$ cat config.mk
export PLATFORM = sky130hd
export DESIGN_NAME = srx_regs
export DESIGN_NICKNAME = d
export VERILOG_FILES = /design/src/shared/srx_pkg.sv /design/src/rtl/srx_regs.sv
export SDC_FILE = /design/constraint.sdc
export NUM_CORES = 1
export LEC_CHECK = 0
export BUFFER_PORTS_ARGS = -buffer_cell sky130_fd_sc_hd__buf_2
export CAP_MARGIN = 30
export CORE_MARGIN = 2
export CORE_UTILIZATION = 48
export DETAILED_ROUTE_END_ITERATION = 8
export PLACE_DENSITY = 0.87
export SYNTH_ARGS = -nofsm -noshare
export SYNTH_HDL_FRONTEND = slang
export SYNTH_SLANG_ARGS = --single-unit
$ cat constraint.sdc
create_clock -name CORE_CLK -period 1.1 [get_ports CORE_CLK]
set_input_delay 0.055 -clock CORE_CLK [delete_from_list [all_inputs] [get_ports CORE_CLK]]
set_output_delay 0.055 -clock CORE_CLK [all_outputs]
set_load 0.1 [all_outputs]
$ cat src/shared/srx_pkg.sv
// Constants and carrier types for the serdes valid-mask and tx interrupt enable bank
package srx_pkg;

  // ************************************************
  // Register offsets
  // ************************************************
  localparam logic [7:0] SRX_ADDR_RXA_VALID = 8'h0A;
  localparam logic [7:0] SRX_ADDR_RXB_DATA  = 8'h0B;
  localparam logic [7:0] SRX_ADDR_RXB_VALID = 8'h0C;
  localparam logic [7:0] SRX_ADDR_TX_IRQ_EN = 8'h0D;

  // ************************************************
  // Reset values and field layout
  // ************************************************
  localparam logic [7:0] SRX_RST_BYTE   = 8'h00;
  localparam logic [3:0] SRX_RST_EN     = 4'h0;
  localparam logic [7:0] SRX_ALL_VALID  = 8'hFF;
  localparam int         SRX_EN_W       = 4;
  localparam int         SRX_BIT_UNDER  = 3;
  localparam int         SRX_BIT_OVER   = 2;
  localparam int         SRX_BIT_DONE   = 1;
  localparam int         SRX_BIT_EMPTY  = 0;

  // ************************************************
  // Carrier types
  // ************************************************
  // Host register access, already decoded from the serial host port
  typedef struct packed {
    logic       rd;
    logic       wr;
    logic [7:0] addr;
    logic [7:0] wdata;
  } srx_reg_req_t;

  // One received byte from a channel receiver
  typedef struct packed {
    logic       load;
    logic [7:0] data;
    logic [7:0] valid;
  } srx_rx_t;

  // Transmit path events
  typedef struct packed {
    logic data_wr;
    logic sample_req;
    logic byte_end;
    logic stat_rd;
  } srx_tx_ev_t;

endpackage

$ cat src/rtl/srx_regs.sv
// Receive valid masks, channel B data and transmit interrupt enable bank
`timescale 1ns/10ps

// What this block does
// Channel A valid mask is a read-only byte, one bit per data bit.
// Channel A all-valid flag set means all eight data bits valid.
// Channel B byte is read-only, first received bit in bit 0.
// Channel B valid mask is a read-only byte, one bit per data bit.
// Channel B all-valid flag set means every data bit is valid.
// Host writes zeroes to enable bits 7:4; they are not stored.
// Enable bit 3 gates the transmit underflow interrupt.
// Underflow when the transmitter samples while no byte is held, once a first byte has moved into the shifter.
// Enable bit 2 gates the transmit overflow interrupt.
// Overflow when host writes before the held byte moved to shifter.
// Enable bit 1 gates the transmit done interrupt.
// Done when a byte ends and nothing more waits to send.
// Enable bit 0 gates the transmit empty interrupt.
// Empty when the held byte moves into the shifter.
// Status bits set and readable whatever the enables say.
// All-valid flag set on load only if every bit is valid.
// Interrupt request asserts while any enabled status bit is pending.
module srx_regs
  import srx_pkg::*;
(
  input  wire logic         CORE_CLK,
  input  wire logic         RST_B,
  input  wire srx_reg_req_t REG_REQ,
  output logic [7:0]        REG_RDATA,
  input  wire srx_rx_t      RXA,
  input  wire srx_rx_t      RXB,
  output logic              RXA_ALL_VALID,
  output logic              RXB_ALL_VALID,
  input  wire srx_tx_ev_t   TX,
  output logic [3:0]        TX_STATUS,
  output logic              TX_HOLD_FULL,
  output logic              TX_IRQ
);

  // ************************************************
  // Receive side state
  // ************************************************
  logic [7:0] rxa_mask_ff;
  logic [7:0] nxt_rxa_mask;
  logic [7:0] rxb_data_ff;
  logic [7:0] nxt_rxb_data;
  logic [7:0] rxb_mask_ff;
  logic [7:0] nxt_rxb_mask;
  logic       rxa_all_ff;
  logic       nxt_rxa_all;
  logic       rxb_all_ff;
  logic       nxt_rxb_all;

  // Capture the mask on each load strobe, and the byte too on a channel B load
  always_comb begin
    nxt_rxa_mask = rxa_mask_ff;
    nxt_rxa_all  = rxa_all_ff;
    nxt_rxb_data = rxb_data_ff;
    nxt_rxb_mask = rxb_mask_ff;
    nxt_rxb_all  = rxb_all_ff;
    if (RXA.load) begin
      nxt_rxa_mask = RXA.valid;
      nxt_rxa_all  = (RXA.valid == SRX_ALL_VALID);
    end
    if (RXB.load) begin
      nxt_rxb_data = RXB.data;
      nxt_rxb_mask = RXB.valid;
      nxt_rxb_all  = (RXB.valid == SRX_ALL_VALID);
    end
  end

  always_ff @(posedge CORE_CLK or negedge RST_B) begin
    if (!RST_B) begin
      rxa_mask_ff <= SRX_RST_BYTE;
      rxa_all_ff  <= 1'b0;
      rxb_data_ff <= SRX_RST_BYTE;
      rxb_mask_ff <= SRX_RST_BYTE;
      rxb_all_ff  <= 1'b0;
    end else begin
      rxa_mask_ff <= nxt_rxa_mask;
      rxa_all_ff  <= nxt_rxa_all;
      rxb_data_ff <= nxt_rxb_data;
      rxb_mask_ff <= nxt_rxb_mask;
      rxb_all_ff  <= nxt_rxb_all;
    end
  end

  // Flag and mask update in the same edge, so the host never sees them disagree
  assign RXA_ALL_VALID = rxa_all_ff;
  assign RXB_ALL_VALID = rxb_all_ff;

  // ************************************************
  // Transmit holding register tracking
  // ************************************************
  logic                hold_full_ff;
  logic                nxt_hold_full;
  logic                sent_any_ff;
  logic                nxt_sent_any;
  logic                load_now;
  logic [SRX_EN_W-1:0] tx_set;
  logic [SRX_EN_W-1:0] tx_clr;

  // The shifter takes the held byte when it asks for data and one is there
  assign load_now = TX.sample_req & hold_full_ff;

  // Event detection; underflow and done wait until a first byte went out
  always_comb begin
    nxt_hold_full = TX.data_wr | (hold_full_ff & ~load_now);
    nxt_sent_any  = sent_any_ff | load_now;
    tx_set        = '0;
    tx_set[SRX_BIT_UNDER] = TX.sample_req & ~hold_full_ff & sent_any_ff;
    tx_set[SRX_BIT_OVER]  = TX.data_wr & hold_full_ff & ~load_now;
    tx_set[SRX_BIT_DONE]  = TX.byte_end & ~hold_full_ff & ~TX.data_wr
                          & sent_any_ff;
    tx_set[SRX_BIT_EMPTY] = load_now;
    // Reading status clears underflow, overflow and done; a new byte write clears empty
    tx_clr                = {SRX_EN_W{TX.stat_rd}};
    tx_clr[SRX_BIT_EMPTY] = TX.data_wr;
  end

  always_ff @(posedge CORE_CLK or negedge RST_B) begin
    if (!RST_B) begin
      hold_full_ff <= 1'b0;
      sent_any_ff  <= 1'b0;
    end else begin
      hold_full_ff <= nxt_hold_full;
      sent_any_ff  <= nxt_sent_any;
    end
  end

  // ************************************************
  // Sticky transmit status, one slice per bit
  // ************************************************
  logic [SRX_EN_W-1:0] tx_stat_ff;
  logic [SRX_EN_W-1:0] nxt_tx_stat;

  // Set wins over clear so an event in the clearing cycle is kept
  generate
    for (genvar i = 0; i < SRX_EN_W; i++) begin : g_stat
      always_comb begin
        nxt_tx_stat[i] = tx_set[i] | (tx_stat_ff[i] & ~tx_clr[i]);
      end
    end
  endgenerate

  always_ff @(posedge CORE_CLK or negedge RST_B) begin
    if (!RST_B) begin
      tx_stat_ff <= SRX_RST_EN;
    end else begin
      tx_stat_ff <= nxt_tx_stat;
    end
  end

  assign TX_STATUS    = tx_stat_ff;
  assign TX_HOLD_FULL = hold_full_ff;

  // ************************************************
  // Interrupt enable register and request
  // ************************************************
  logic [SRX_EN_W-1:0] tx_en_ff;
  logic [SRX_EN_W-1:0] nxt_tx_en;
  logic                irq_ff;
  logic                nxt_irq;
  logic                irq_raw;

  // Only the low nibble is stored; upper bits are reserved
  always_comb begin
    nxt_tx_en = tx_en_ff;
    if (REG_REQ.wr && (REG_REQ.addr == SRX_ADDR_TX_IRQ_EN)) begin
      nxt_tx_en = REG_REQ.wdata[SRX_EN_W-1:0];
    end
  end

  // Each enable bit gates its own status bit onto the request
  assign irq_raw = |(tx_stat_ff & tx_en_ff);
  assign nxt_irq = irq_raw;

  always_ff @(posedge CORE_CLK or negedge RST_B) begin
    if (!RST_B) begin
      tx_en_ff <= SRX_RST_EN;
      irq_ff   <= 1'b0;
    end else begin
      tx_en_ff <= nxt_tx_en;
      irq_ff   <= nxt_irq;
    end
  end

  assign TX_IRQ = irq_ff;

  // ************************************************
  // Register read port
  // ************************************************
  logic [7:0] rdata_ff;
  logic [7:0] nxt_rdata;

  // Data lands one edge after the read strobe; unmapped offsets read zero
  always_comb begin
    nxt_rdata = rdata_ff;
    if (REG_REQ.rd) begin
      unique case (REG_REQ.addr)
        SRX_ADDR_RXA_VALID: nxt_rdata = rxa_mask_ff;
        SRX_ADDR_RXB_DATA:  nxt_rdata = rxb_data_ff;
        SRX_ADDR_RXB_VALID: nxt_rdata = rxb_mask_ff;
        SRX_ADDR_TX_IRQ_EN: nxt_rdata = {4'h0, tx_en_ff};
        default:            nxt_rdata = SRX_RST_BYTE;
      endcase
    end
  end

  always_ff @(posedge CORE_CLK or negedge RST_B) begin
    if (!RST_B) begin
      rdata_ff <= SRX_RST_BYTE;
    end else begin
      rdata_ff <= nxt_rdata;
    end
  end

  assign REG_RDATA = rdata_ff;
endmodule

==> flow_metrics.env, run 1 <==
export IMPL_status="complete, but fails checks"
export IMPL_violations="negative hold slack"
export IMPL_pwr_share_clk=0.275
export IMPL_power_leakage_uw=0.00132
export IMPL_holdCritStartpoint="RXA[6]"
export IMPL_rows=23
export IMPL_period_share=0.982
export IMPL_insertion_delay_ns=0.30
export IMPL_syn2layout_area_growth_pct=50.3
export IMPL_holdWs_ns=-0.00212
export IMPL_port_buffers=61
export IMPL_gr_usage_met2=0.424
export IMPL_maxSlewHeadroom=0.733
export IMPL_seq_area_frac_synth=0.573
export IMPL_ff2ff_path_depth=3
export IMPL_netlist_instances=144
export IMPL_setup_ws_ns=0.0200
export IMPL_cp_required_ns=1.28
export IMPL_die_area_um2=4620
export IMPL_placed_cells=262
export IMPL_cpPeakStageDelay_ns=0.41
export IMPL_netlist_cell_type_count=25
export IMPL_power_frac_seq=0.518
export IMPL_ios=74
export IMPL_met1_usage=0.292
export IMPL_swShare=0.278
export IMPL_grt_max_degree=46
export IMPL_dp_hpwl_um=3500
export IMPL_endpoint_kind="flip-flop"
export IMPL_cts_sinks=45
export IMPL_critPathKind="flip-flop to flip-flop"
export IMPL_yosys_area_top_type="dfrtp_1"
export IMPL_final_nets=295
export IMPL_start_util=0.495
export IMPL_p_int_uw=2590
export IMPL_rsz0062_at_grt="false"
export IMPL_slew_viol_final=0
export IMPL_antenna_found_initial=0
export IMPL_finalSetupViolCount=0
export IMPL_arrival_ns=1.26
export IMPL_drive_gt1_frac=0.529
export IMPL_combPwrFrac=0.207
export IMPL_gr_total_overflow=0
export IMPL_clkTransAtPathRegs_ns=0.08
export IMPL_cts_tree="yes"
export IMPL_drtIter0Drc=91
export IMPL_vias_per_cell=5.53
export IMPL_die_w_um=68.0
export IMPL_synth_top_cell_area_share=0.573
export IMPL_slowest_stage="dfrtp_1"
export IMPL_synth_area_um2=1970
export IMPL_grt_pass1_wl_um=8140
export IMPL_postCtsHoldBufs=17
export IMPL_busiest_layer="met2"
export IMPL_path_delay_family="flip-flops"
export IMPL_instances_no_fill=288
export IMPL_routabilityCongestion=0.933
export IMPL_cp_buffers_inverters=0
export IMPL_timing_rr_start="rxa_mask_ff[7]"
export IMPL_skew_ns=0.00258
export IMPL_tightestPinTransition_ns=0.400
export IMPL_die_h_um=68.0
export IMPL_netSwitchingPower_uw=999
export IMPL_grt_use_total=0.245
export IMPL_grt_pass1_vias=1750
export IMPL_timing_fmax_mhz=926
export IMPL_coreArea_um2=3970
export IMPL_power_density_nw_per_um2=1210
export IMPL_max_vdd_ir_drop_mv=0.860
export IMPL_numCtsBuffers=5
export IMPL_synthTopCellsByArea="dfrtp_1 57%, mux2_2 17%, mux2i_1 4.1%, o2bb2ai_1 3.6%, a22oi_1 2.3%"
export IMPL_startpoint="rxa_mask_ff[7]"
export IMPL_maxCapViolCount=0
export IMPL_nFillCells=224
export IMPL_cts_max_level=2
export IMPL_n_antenna_cell=0
export IMPL_hold_class="input pin to flip-flop"
export IMPL_ant_nets=0
export IMPL_ys_ff_latch=45
export IMPL_drc=0
export IMPL_cts_root_buf="clkbuf_8"
export IMPL_wirelength_um=5120
export IMPL_post_cts_resized=0
export IMPL_fin_crit_ns=1.08
export IMPL_ys_warn_count=0
export IMPL_path_depth=3
export IMPL_worstSetupStartpointType="flip-flop"
export IMPL_cp_cell_sequence="mux2_2 -> a22oi_1 -> o2bb2ai_1"
export IMPL_crit_fanout=2
export IMPL_grtUsageMet3=0.0592
export IMPL_syn_avg_cell_area_um2=13.7
export IMPL_dp_slack_ns=-0.258
export IMPL_hold_depth=3
export IMPL_clk_path_buf_depth=2
export IMPL_cts_post_setup_buffers_inserted=0
export IMPL_synth_fp_nets=202
export IMPL_drtPass1Iterations=4
export IMPL_vias=1592
export IMPL_finalHoldViolations=1
export IMPL_avgRoutedWirePerCell_um=17.8
==> Yosys cell counts (all sizes together) <==
library cell,number
a32o,3
nor3b,1
clkbuf,1
a21o,1
mux2,30
nand3,2
inv,8
clkinv,1
a22oi,6
mux2i,8
nor4,1
dfrtp,45
o2bb2ai,8
buf,4
nor2b,2
o32ai,2
or3,2
a2111o,1
nand2,5
nand2b,4
nand4,2
o21ai,3
o22a,4
==> power by group through the flow <==
stage	sequential (µW)	combinational [µW]	clock, µW
global placement	1880	663	0
detailed placement	1890	681	0
finish	1860	741	988
floorplan	2000	243	0
CTS	1860	734	1010
global route	1870	786	1070
==> cells by family (layout without fill, tap and decap cells) <==
family	count (synthesis)	count (layout)	share of synthesized area
muxes	38	38	0.213
and+or+nand+nor	19	19	0.0643
DFF	45	45	0.573
AOI/OAI and AO/OA	28	28	0.118
buffers and inverters	14	108	0.0325
==> stage by stage <==
step | area, µm² | total power [µW] | TNS, ns | utilization | hold slack [ns]
final | 2960 | 3590 | 0 | 0.744 | -0.00212
after global routing | 2960 | 3730 | 0 | 0.744 | 0.000848
after CTS | 2950 | 3600 | 0 | 0.742 | 0.000415
after detailed placement | 2700 | 2570 | -2.25 | 0.679 | 0.0486
after global placement | 2700 | 2550 | -1.88 | 0.679 | 0.0440
after floorplan | 2000 | 2250 | -0.531 | - | -0.241
==> layer usage <==
metal,share of wire,routed length (µm),vias up
li1,-,-,716
met1,0.40,2050,810
met2,0.53,2710,54
met3,0.049,250,12
met4,0.022,112,0
met5,0,0,-
==> area by class of cell <==
| cell class | instances | area (µm²) | share of cell area |
|---|---|---|---|
| flip-flops and latches | 45 | 1150 | 0.388 |
| repair buffers | 91 | 841 | 0.285 |
| multi-input cells | 85 | 791 | 0.268 |
| clock buffers | 8 | 80.1 | 0.0271 |
| well taps | 50 | 62.6 | 0.0212 |
| inverters | 9 | 33.8 | 0.0114 |
==> path summary, 6_finish.rpt <==
check                      slack, ns              to
max in group asynchronous       0.62    TX_STATUS[0]
hold reg to reg                 0.52  rxa_mask_ff[0]
setup reg to reg                0.02    REG_RDATA[7]
setup / recovery                0.02    REG_RDATA[7]
min in group asynchronous       0.25  rxb_data_ff[7]
hold / removal                -0.002  rxa_mask_ff[6]
==> sequential cells by signal (all words and copies together) (netlist names) <==
register / cells
REG_RDATA: 8
RXA_ALL_VALID: 1
RXB_ALL_VALID: 1
TX_HOLD_FULL: 1
TX_IRQ: 1
TX_STATUS: 4
rxa_mask_ff: 8
rxb_data_ff: 8
rxb_mask_ff: 8
sent_any_ff: 1
tx_en_ff: 4
==> cells in the final DEF, fill, tap and decap left out, drive strengths merged <==
cell,synthesis,final
nand2b,4,4
or3,2,2
a2111o,1,1
nand2,5,5
a21o,1,1
clkinv,1,1
dlygate4sd3,0,18
nor2b,2,2
clkbuf,1,8
inv,8,8
nor3b,1,1
mux2,30,30
o2bb2ai,8,8
mux2i,8,8
buf,4,73
dfrtp,45,45
a22oi,6,6
nor4,1,1
a32o,3,3
o21ai,3,3
o32ai,2,2
o22a,4,4
nand4,2,2
nand3,2,2
==> worst reg2reg max path: stages, from the launching register on <==
cell       delay [ns]
dfrtp_1          0.41
mux2_2           0.27
a22oi_1          0.20
o2bb2ai_1        0.08
No activity file was read; power rests on OpenSTA's default activity.
==> run 2: changes to the inputs <==
Settings changed: ABC_AREA set to 1, CORE_UTILIZATION 48 to 49, PLACE_DENSITY 0.87 to 0.88, SLEW_MARGIN set to 25.
==> run 2 against run 1 <==
Net effect: the run now ends clean; sequential share of layout area is 0.81 points lower; maximum frequency is 8.3% higher; non-clock buffer count is 5 lower; design area is 1.9% higher; clock-buffer cell count is 2 lower.
==> flow_metrics.env, run 2 <==
export IMPL_mostFrequentLayoutCell="buf_2"
export IMPL_holdCritStartpoint="RXB[3]"
export IMPL_drtIter0Drc=99
export IMPL_die_h_um=69.3
export IMPL_power_density_nw_per_um2=1260
export IMPL_met1_usage=0.284
export IMPL_status="complete, no violations"
export IMPL_gr_total_overflow=0
export IMPL_final_core_util=0.742
export IMPL_coreArea_um2=4060
export IMPL_holdWs_ns=0.00675
export IMPL_synth_flop_cell="dfrtp_1"
export IMPL_slew_viol_final=0
export IMPL_ff2ff_path_depth=4
export IMPL_syn_avg_cell_area_um2=10.1
export IMPL_grt_pass1_wl_um=8000
export IMPL_die_w_um=69.3
export IMPL_maxSlewHeadroom=0.740
export IMPL_netlist_cell_type_count=23
export IMPL_grt_pass1_vias=1726
export IMPL_cts_root_buf="clkbuf_8"
export IMPL_routabilityCongestion=0.828
export IMPL_worstSetupStartpointType="flip-flop"
export IMPL_cp_cell_sequence="clkbuf_4"
export IMPL_period_share=0.907
export IMPL_crit_fanout=1
export IMPL_hold_class="input pin to flip-flop"
export IMPL_cp_required_ns=1.04
export IMPL_wirelength_um=4720
export IMPL_dp_hpwl_um=3290
export IMPL_arrival_ns=0.94
export IMPL_drc=0
export IMPL_skew_ns=0.00804
export IMPL_r2r_slack_ns=0.12
export IMPL_clk_path_buf_depth=2
export IMPL_clkTransAtPathRegs_ns=0.08
export IMPL_nFillCells=261
export IMPL_vias_per_cell=5.06
export IMPL_r2r_end="TX_IRQ"
export IMPL_syn2layout_area_growth_pct=44.1
export IMPL_synth_edf_count=0
export IMPL_seq_area_frac_synth=0.539
export IMPL_vias=1732
export IMPL_cp_buffers_inverters=1
export IMPL_drtPass1Iterations=4
export IMPL_max_vdd_ir_drop_mv=1.51
export IMPL_avgRoutedWirePerCell_um=13.8
export IMPL_insertion_delay_ns=0.30
export IMPL_p_int_uw=2760
export IMPL_antenna_found_initial=0
export IMPL_cts_sinks=45
export IMPL_combPwrFrac=0.183
export IMPL_rows=23
export IMPL_netSwitchingPower_uw=1030
export IMPL_synthTopCellsByCount="45 x dfrtp_1, 42 x nand2_1, 34 x nand3_1"
export IMPL_path_delay_family="flip-flops"
export IMPL_synth_fp_nets=264
export IMPL_power_frac_seq=0.492
export IMPL_grt_max_degree=46
export IMPL_yosys_area_top_type="dfrtp_1"
export IMPL_placed_cells=312
export IMPL_cts_max_level=2
export IMPL_rsz0062_at_grt="false"
export IMPL_n_antenna_cell=0
export IMPL_finalSetupViolCount=0
export IMPL_busiest_layer="met2"
export IMPL_gr_usage_met2=0.333
export IMPL_yosysMostFrequentCell="dfrtp_1"
export IMPL_numCtsBuffers=5
export IMPL_die_area_um2=4800
export IMPL_pwr_share_clk=0.326
export IMPL_timing_rr_start="TX_STATUS[2]"
export IMPL_final_cell_mix="45 x buf_2, 42 x nand2_1, 34 x nand3_1, 30 x dfrtp_1, 22 x dlygate4sd3_1"
export IMPL_grtUsageMet3=0.0262
export IMPL_finalHoldViolations=0
export IMPL_hold_depth=2
export IMPL_netlist_instances=206
export IMPL_swShare=0.272
export IMPL_synth_top_cell_area_share=0.539
export IMPL_synthTopCellsByArea="dfrtp_1 54%, nand3_1 8.1%, mux2_2 8.1%, nand2_1 7.5%, inv_1 3.8%"
export IMPL_start_util=0.515
export IMPL_cpPeakStageDelay_ns=0.33
export IMPL_cts_tree="yes"
export IMPL_critPathKind="flip-flop to primary output"
export IMPL_endpoint_kind="primary output"
export IMPL_slowest_stage="dfrtp_1"
export IMPL_synthArstFlopShare=1.00
export IMPL_grt_use_total=0.213
export IMPL_instances_no_fill=342
export IMPL_power_leakage_uw=0.00144
export IMPL_drive_gt1_frac=0.397
export IMPL_synth_area_um2=2090
export IMPL_fin_crit_ns=0.997
export IMPL_tightestPinTransition_ns=0.390
export IMPL_ys_ff_latch=45
export IMPL_ant_nets=0
export IMPL_ys_warn_count=0
export IMPL_maxCapViolCount=0
export IMPL_hold_path_end="rxb_mask_ff[3]"
export IMPL_final_nets=349
export IMPL_port_buffers=61
export IMPL_ios=74
export IMPL_timing_fmax_mhz=1000
[run 2: cell count changes after synthesis, moves of 7 or more]
cell,previous run,this run
inv_1,8,21
mux2_1,0,7
mux2_2,30,15
mux2i_1,8,0
nand2_1,5,42
nand3_1,2,34
o2bb2ai_1,8,0
[run 2: repair_timing]
| item | in CTS | in global routing |
|---|---|---|
| setup buffers | 0 | 0 |
| hold buffers | 22 | 0 |
| gates resized for setup | 0 | 1 |
| setup endpoints to repair | 0 | 1 |
| hold endpoints to repair | 67 | 0 |
[run 2: cells by family (layout without fill, tap and decap cells)]
kind of cell | count (synthesis) | after routing | share of synthesized area
flip-flops | 45 | 45 | 0.539
AO/OA/AOI/OAI | 20 | 20 | 0.0623
AND/OR/NAND/NOR | 89 | 89 | 0.201
buffers and inverters | 30 | 116 | 0.0796
multiplexers | 22 | 22 | 0.119
[run 2: cell type report]
class | instances | area (µm²) | share of cell area
flip-flops and latches | 45 | 1140 | 0.380
repair buffers | 86 | 813 | 0.270
multi-input cells | 131 | 797 | 0.265
inverters | 22 | 82.6 | 0.0274
clock buffers | 6 | 72.6 | 0.0241
well taps | 50 | 62.6 | 0.0208
clock inverters | 2 | 38.8 | 0.0129
[run 2: worst max path at each step]
stage | depth (start not counted) | start | to
2_1_floorplan | 4 | TX_STATUS[2] | TX_IRQ
3_3_place_gp | 9 | REG_REQ[12] | REG_RDATA[3]
3_5_place_dp | 8 | REG_REQ[10] | REG_RDATA[6]
4_1_cts | 1 | TX_IRQ | TX_IRQ
5_1_grt | 4 | TX_STATUS[2] | TX_IRQ
6_report | 1 | TX_IRQ | TX_IRQ
[run 2: through the flow]
stage / worst slack (ns) / power [µW] / instance area [µm²] / setup TNS (ns)
after floorplan: -0.0148 / 2250 / 2110 / -0.0148
after global placement: 0.119 / 2500 / 2680 / 0
after detailed placement: 0.0916 / 2520 / 2680 / 0
after CTS: 0.0110 / 3800 / 3010 / 0
after global routing: 0.0677 / 3970 / 3010 / 0
final: 0.103 / 3800 / 3010 / 0
[run 2: power groups by stage]
| stage | clock network, µW | logic [µW] | registers (µW) |
|---|---|---|---|
| 6_report | 1240 | 693 | 1870 |
| 4_1_cts | 1250 | 691 | 1860 |
| 5_1_grt | 1340 | 744 | 1880 |
| 3_3_place_gp | 0 | 609 | 1890 |
| 3_5_place_dp | 0 | 629 | 1900 |
| 2_1_floorplan | 0 | 210 | 2040 |
[run 2: metal layers]
layer	part of all wire	vias to the layer above
li1	-	852
met1	0.43	796
met2	0.48	66
met3	0.043	18
met4	0.041	0
met5	0	-
==> run 3: changes to the inputs <==
Settings changed: BUFFER_PORTS_ARGS -buffer_cell sky130_fd_sc_hd__buf_2 to not set, CORE_UTILIZATION 49 to 65, CTS_BUF_LIST set to sky130_fd_sc_hd__clkbuf_4 sky130_fd_sc_hd__clkbuf_8, DONT_BUFFER_PORTS set to 1, PLACE_DENSITY 0.88 to 0.9.
==> run 3 against run 2 <==
Net effect: the run now ends with negative hold slack left; sequential power hardly changed; clock-buffer cell count increased by 1; wire length increased by 41%; worst setup slack lost 0.076 ns; first-iteration DRC count up 130%; register-to-register slack worse by 0.05 ns; largest power group unchanged.
==> flow_metrics.env, run 3 (same netlist as run 2, synthesis figures left out) <==
export IMPL_holdWs_ns=-0.219
export IMPL_final_cell_mix="42 x nand2_1, 34 x nand3_1, 33 x dlygate4sd3_1, 30 x dfrtp_1, 21 x inv_1"
export IMPL_ios=74
export IMPL_slew_viol_final=0
export IMPL_start_util=0.684
export IMPL_p_int_uw=2590
export IMPL_combPwrFrac=0.177
export IMPL_timing_fmax_mhz=932
export IMPL_drc=0
export IMPL_vias=1913
export IMPL_maxCapViolCount=0
export IMPL_crit_fanout=3
export IMPL_coreArea_um2=3050
export IMPL_status="complete, but fails checks"
export IMPL_vias_per_cell=6.29
export IMPL_grt_use_total=0.347
export IMPL_pwr_share_clk=0.303
export IMPL_cp_buffers_inverters=1
export IMPL_final_nets=315
export IMPL_clk_path_buf_depth=2
export IMPL_tightestPinTransition_ns=0.500
export IMPL_insertion_delay_ns=0.37
export IMPL_instances_no_fill=304
export IMPL_grt_pass1_vias=1847
export IMPL_grt_max_degree=46
export IMPL_worstSetupStartpointType="flip-flop"
export IMPL_grt_pass1_wl_um=8830
export IMPL_maxSlewHeadroom=0.667
export IMPL_postCtsHoldBufs=35
export IMPL_final_core_util=0.895
export IMPL_clkTransAtPathRegs_ns=0.12
export IMPL_ant_nets=0
export IMPL_arrival_ns=1.02
export IMPL_antenna_found_initial=1
export IMPL_wirelength_um=6640
export IMPL_cpPeakStageDelay_ns=0.42
export IMPL_slowest_stage="dfrtp_2"
export IMPL_dp_hpwl_um=3380
export IMPL_cts_max_level=2
export IMPL_netSwitchingPower_uw=1030
export IMPL_drtPass1Iterations=6
export IMPL_placed_cell_area_um2=2220
export IMPL_die_h_um=60.7
export IMPL_power_leakage_uw=0.00127
export IMPL_routabilityCongestion=0.783
export IMPL_drtIter0Drc=229
export IMPL_swShare=0.284
export IMPL_endpoint_kind="primary output"
export IMPL_fin_crit_ns=1.07
export IMPL_avgRoutedWirePerCell_um=21.9
export IMPL_cp_required_ns=1.04
export IMPL_power_density_nw_per_um2=1320
export IMPL_cts_root_buf="clkbuf_4"
export IMPL_mostFrequentLayoutCell="nand2_1"
export IMPL_finalSetupViolCount=0
export IMPL_max_vdd_ir_drop_mv=1.39
export IMPL_drive_gt1_frac=0.275
export IMPL_skew_ns=0.0115
export IMPL_rows=20
export IMPL_fin_area_um2=2730
export IMPL_cp_cell_sequence="buf_6"
export IMPL_violations="negative hold slack"
export IMPL_syn2layout_area_growth_pct=30.8
export IMPL_path_delay_family="flip-flops"
export IMPL_period_share=0.976
export IMPL_cts_sinks=45
export IMPL_die_area_um2=3680
export IMPL_die_w_um=60.7
export IMPL_numCtsBuffers=5
export IMPL_finalHoldViolations=17
export IMPL_power_frac_seq=0.520
export IMPL_port_buffers=0
export IMPL_gr_total_overflow=0
export IMPL_critPathKind="flip-flop to primary output"
export IMPL_hold_class="input pin to flip-flop"
export IMPL_placed_cells=259
export IMPL_power_uw=3620
export IMPL_cts_tree="yes"
run 3: cell count changes in the layout (fill, tap and decap cells not counted):
| cell | delta |
|---|---|
| buf_2 | -45 |
| buf_12 | -16 |
| buf_6 | +15 |
| dlygate4sd3_1 | +11 |
| clkbuf_4 | +5 |
| clkbuf_8 | -4 |
| diode_2 | +2 |
| buf_4 | +1 |
| clkbuf_1 | -1 |
| clkinv_4 | -1 |
| dlymetal6s4s_1 | +1 |
run 3: layout make-up:
| cell class | count | area (µm²) |
|---|---|---|
| Inverter | 22 | 82.6 |
| Clock buffer | 7 | 58.8 |
| Fill cell | 134 | 320 |
| Tap cell | 44 | 55.1 |
| Antenna cell | 2 | 5.00 |
| Sequential cell | 45 | 1140 |
| Timing Repair Buffer | 52 | 559 |
| Multi-Input combinational cell | 131 | 797 |
| Clock inverter | 1 | 30.0 |
run 3: routing by layer:
| metal | global-route usage | wire length (µm) |
|---|---|---|
| met3 | 0.0938 | 736 |
| met2 | 0.579 | 3280 |
| met4 | 0.180 | 442 |
| met1 | 0.412 | 2180 |
| met5 | 0 | 0 |
run 3: power by group through the flow:
stage                     Combinational (µW)  Sequential [µW]  Clock, µW
after detailed placement                 434             1890          0
after floorplan                          210             2040          0
after global routing                     670             1890       1170
final                                    639             1880       1100
after CTS                                593             1850       1070
after global placement                   415             1880          0
run 3: worst paths after layout:
| check | from | end | slack, ns | depth (start not counted) |
|---|---|---|---|---|
| max | TX_STATUS[0] | TX_STATUS[0] | 0.03 | 1 |
| min | RXB[16] | RXB_ALL_VALID | -0.22 | 1 |
| max reg2reg | rxb_mask_ff[4] | REG_RDATA[4] | 0.07 | 4 |
| min reg2reg | REG_RDATA[3] | REG_RDATA[3] | 0.52 | 2 |
| max in group asynchronous | RST_B | TX_STATUS[0] | 0.74 | 2 |
| min in group asynchronous | RST_B | REG_RDATA[7] | 0.14 | 2 |
run 3: per-stage QoR:
step	worst slack (ns)	hold WS, ns	TNS [ns]
final	0.0269	-0.219	0
after floorplan	-0.0148	-0.241	-0.0148
after detailed placement	0.106	-0.239	0
after CTS	0.00655	-0.217	0
after global placement	0.131	-0.239	0
after global routing	-0.0115	-0.242	-0.0115
run 3: repair_timing:
action,in CTS,in global routing
setup endpoints to repair,1,15
setup buffers,0,0
resized for setup,1,15
hold endpoints to repair,89,17
gates cloned,0,0
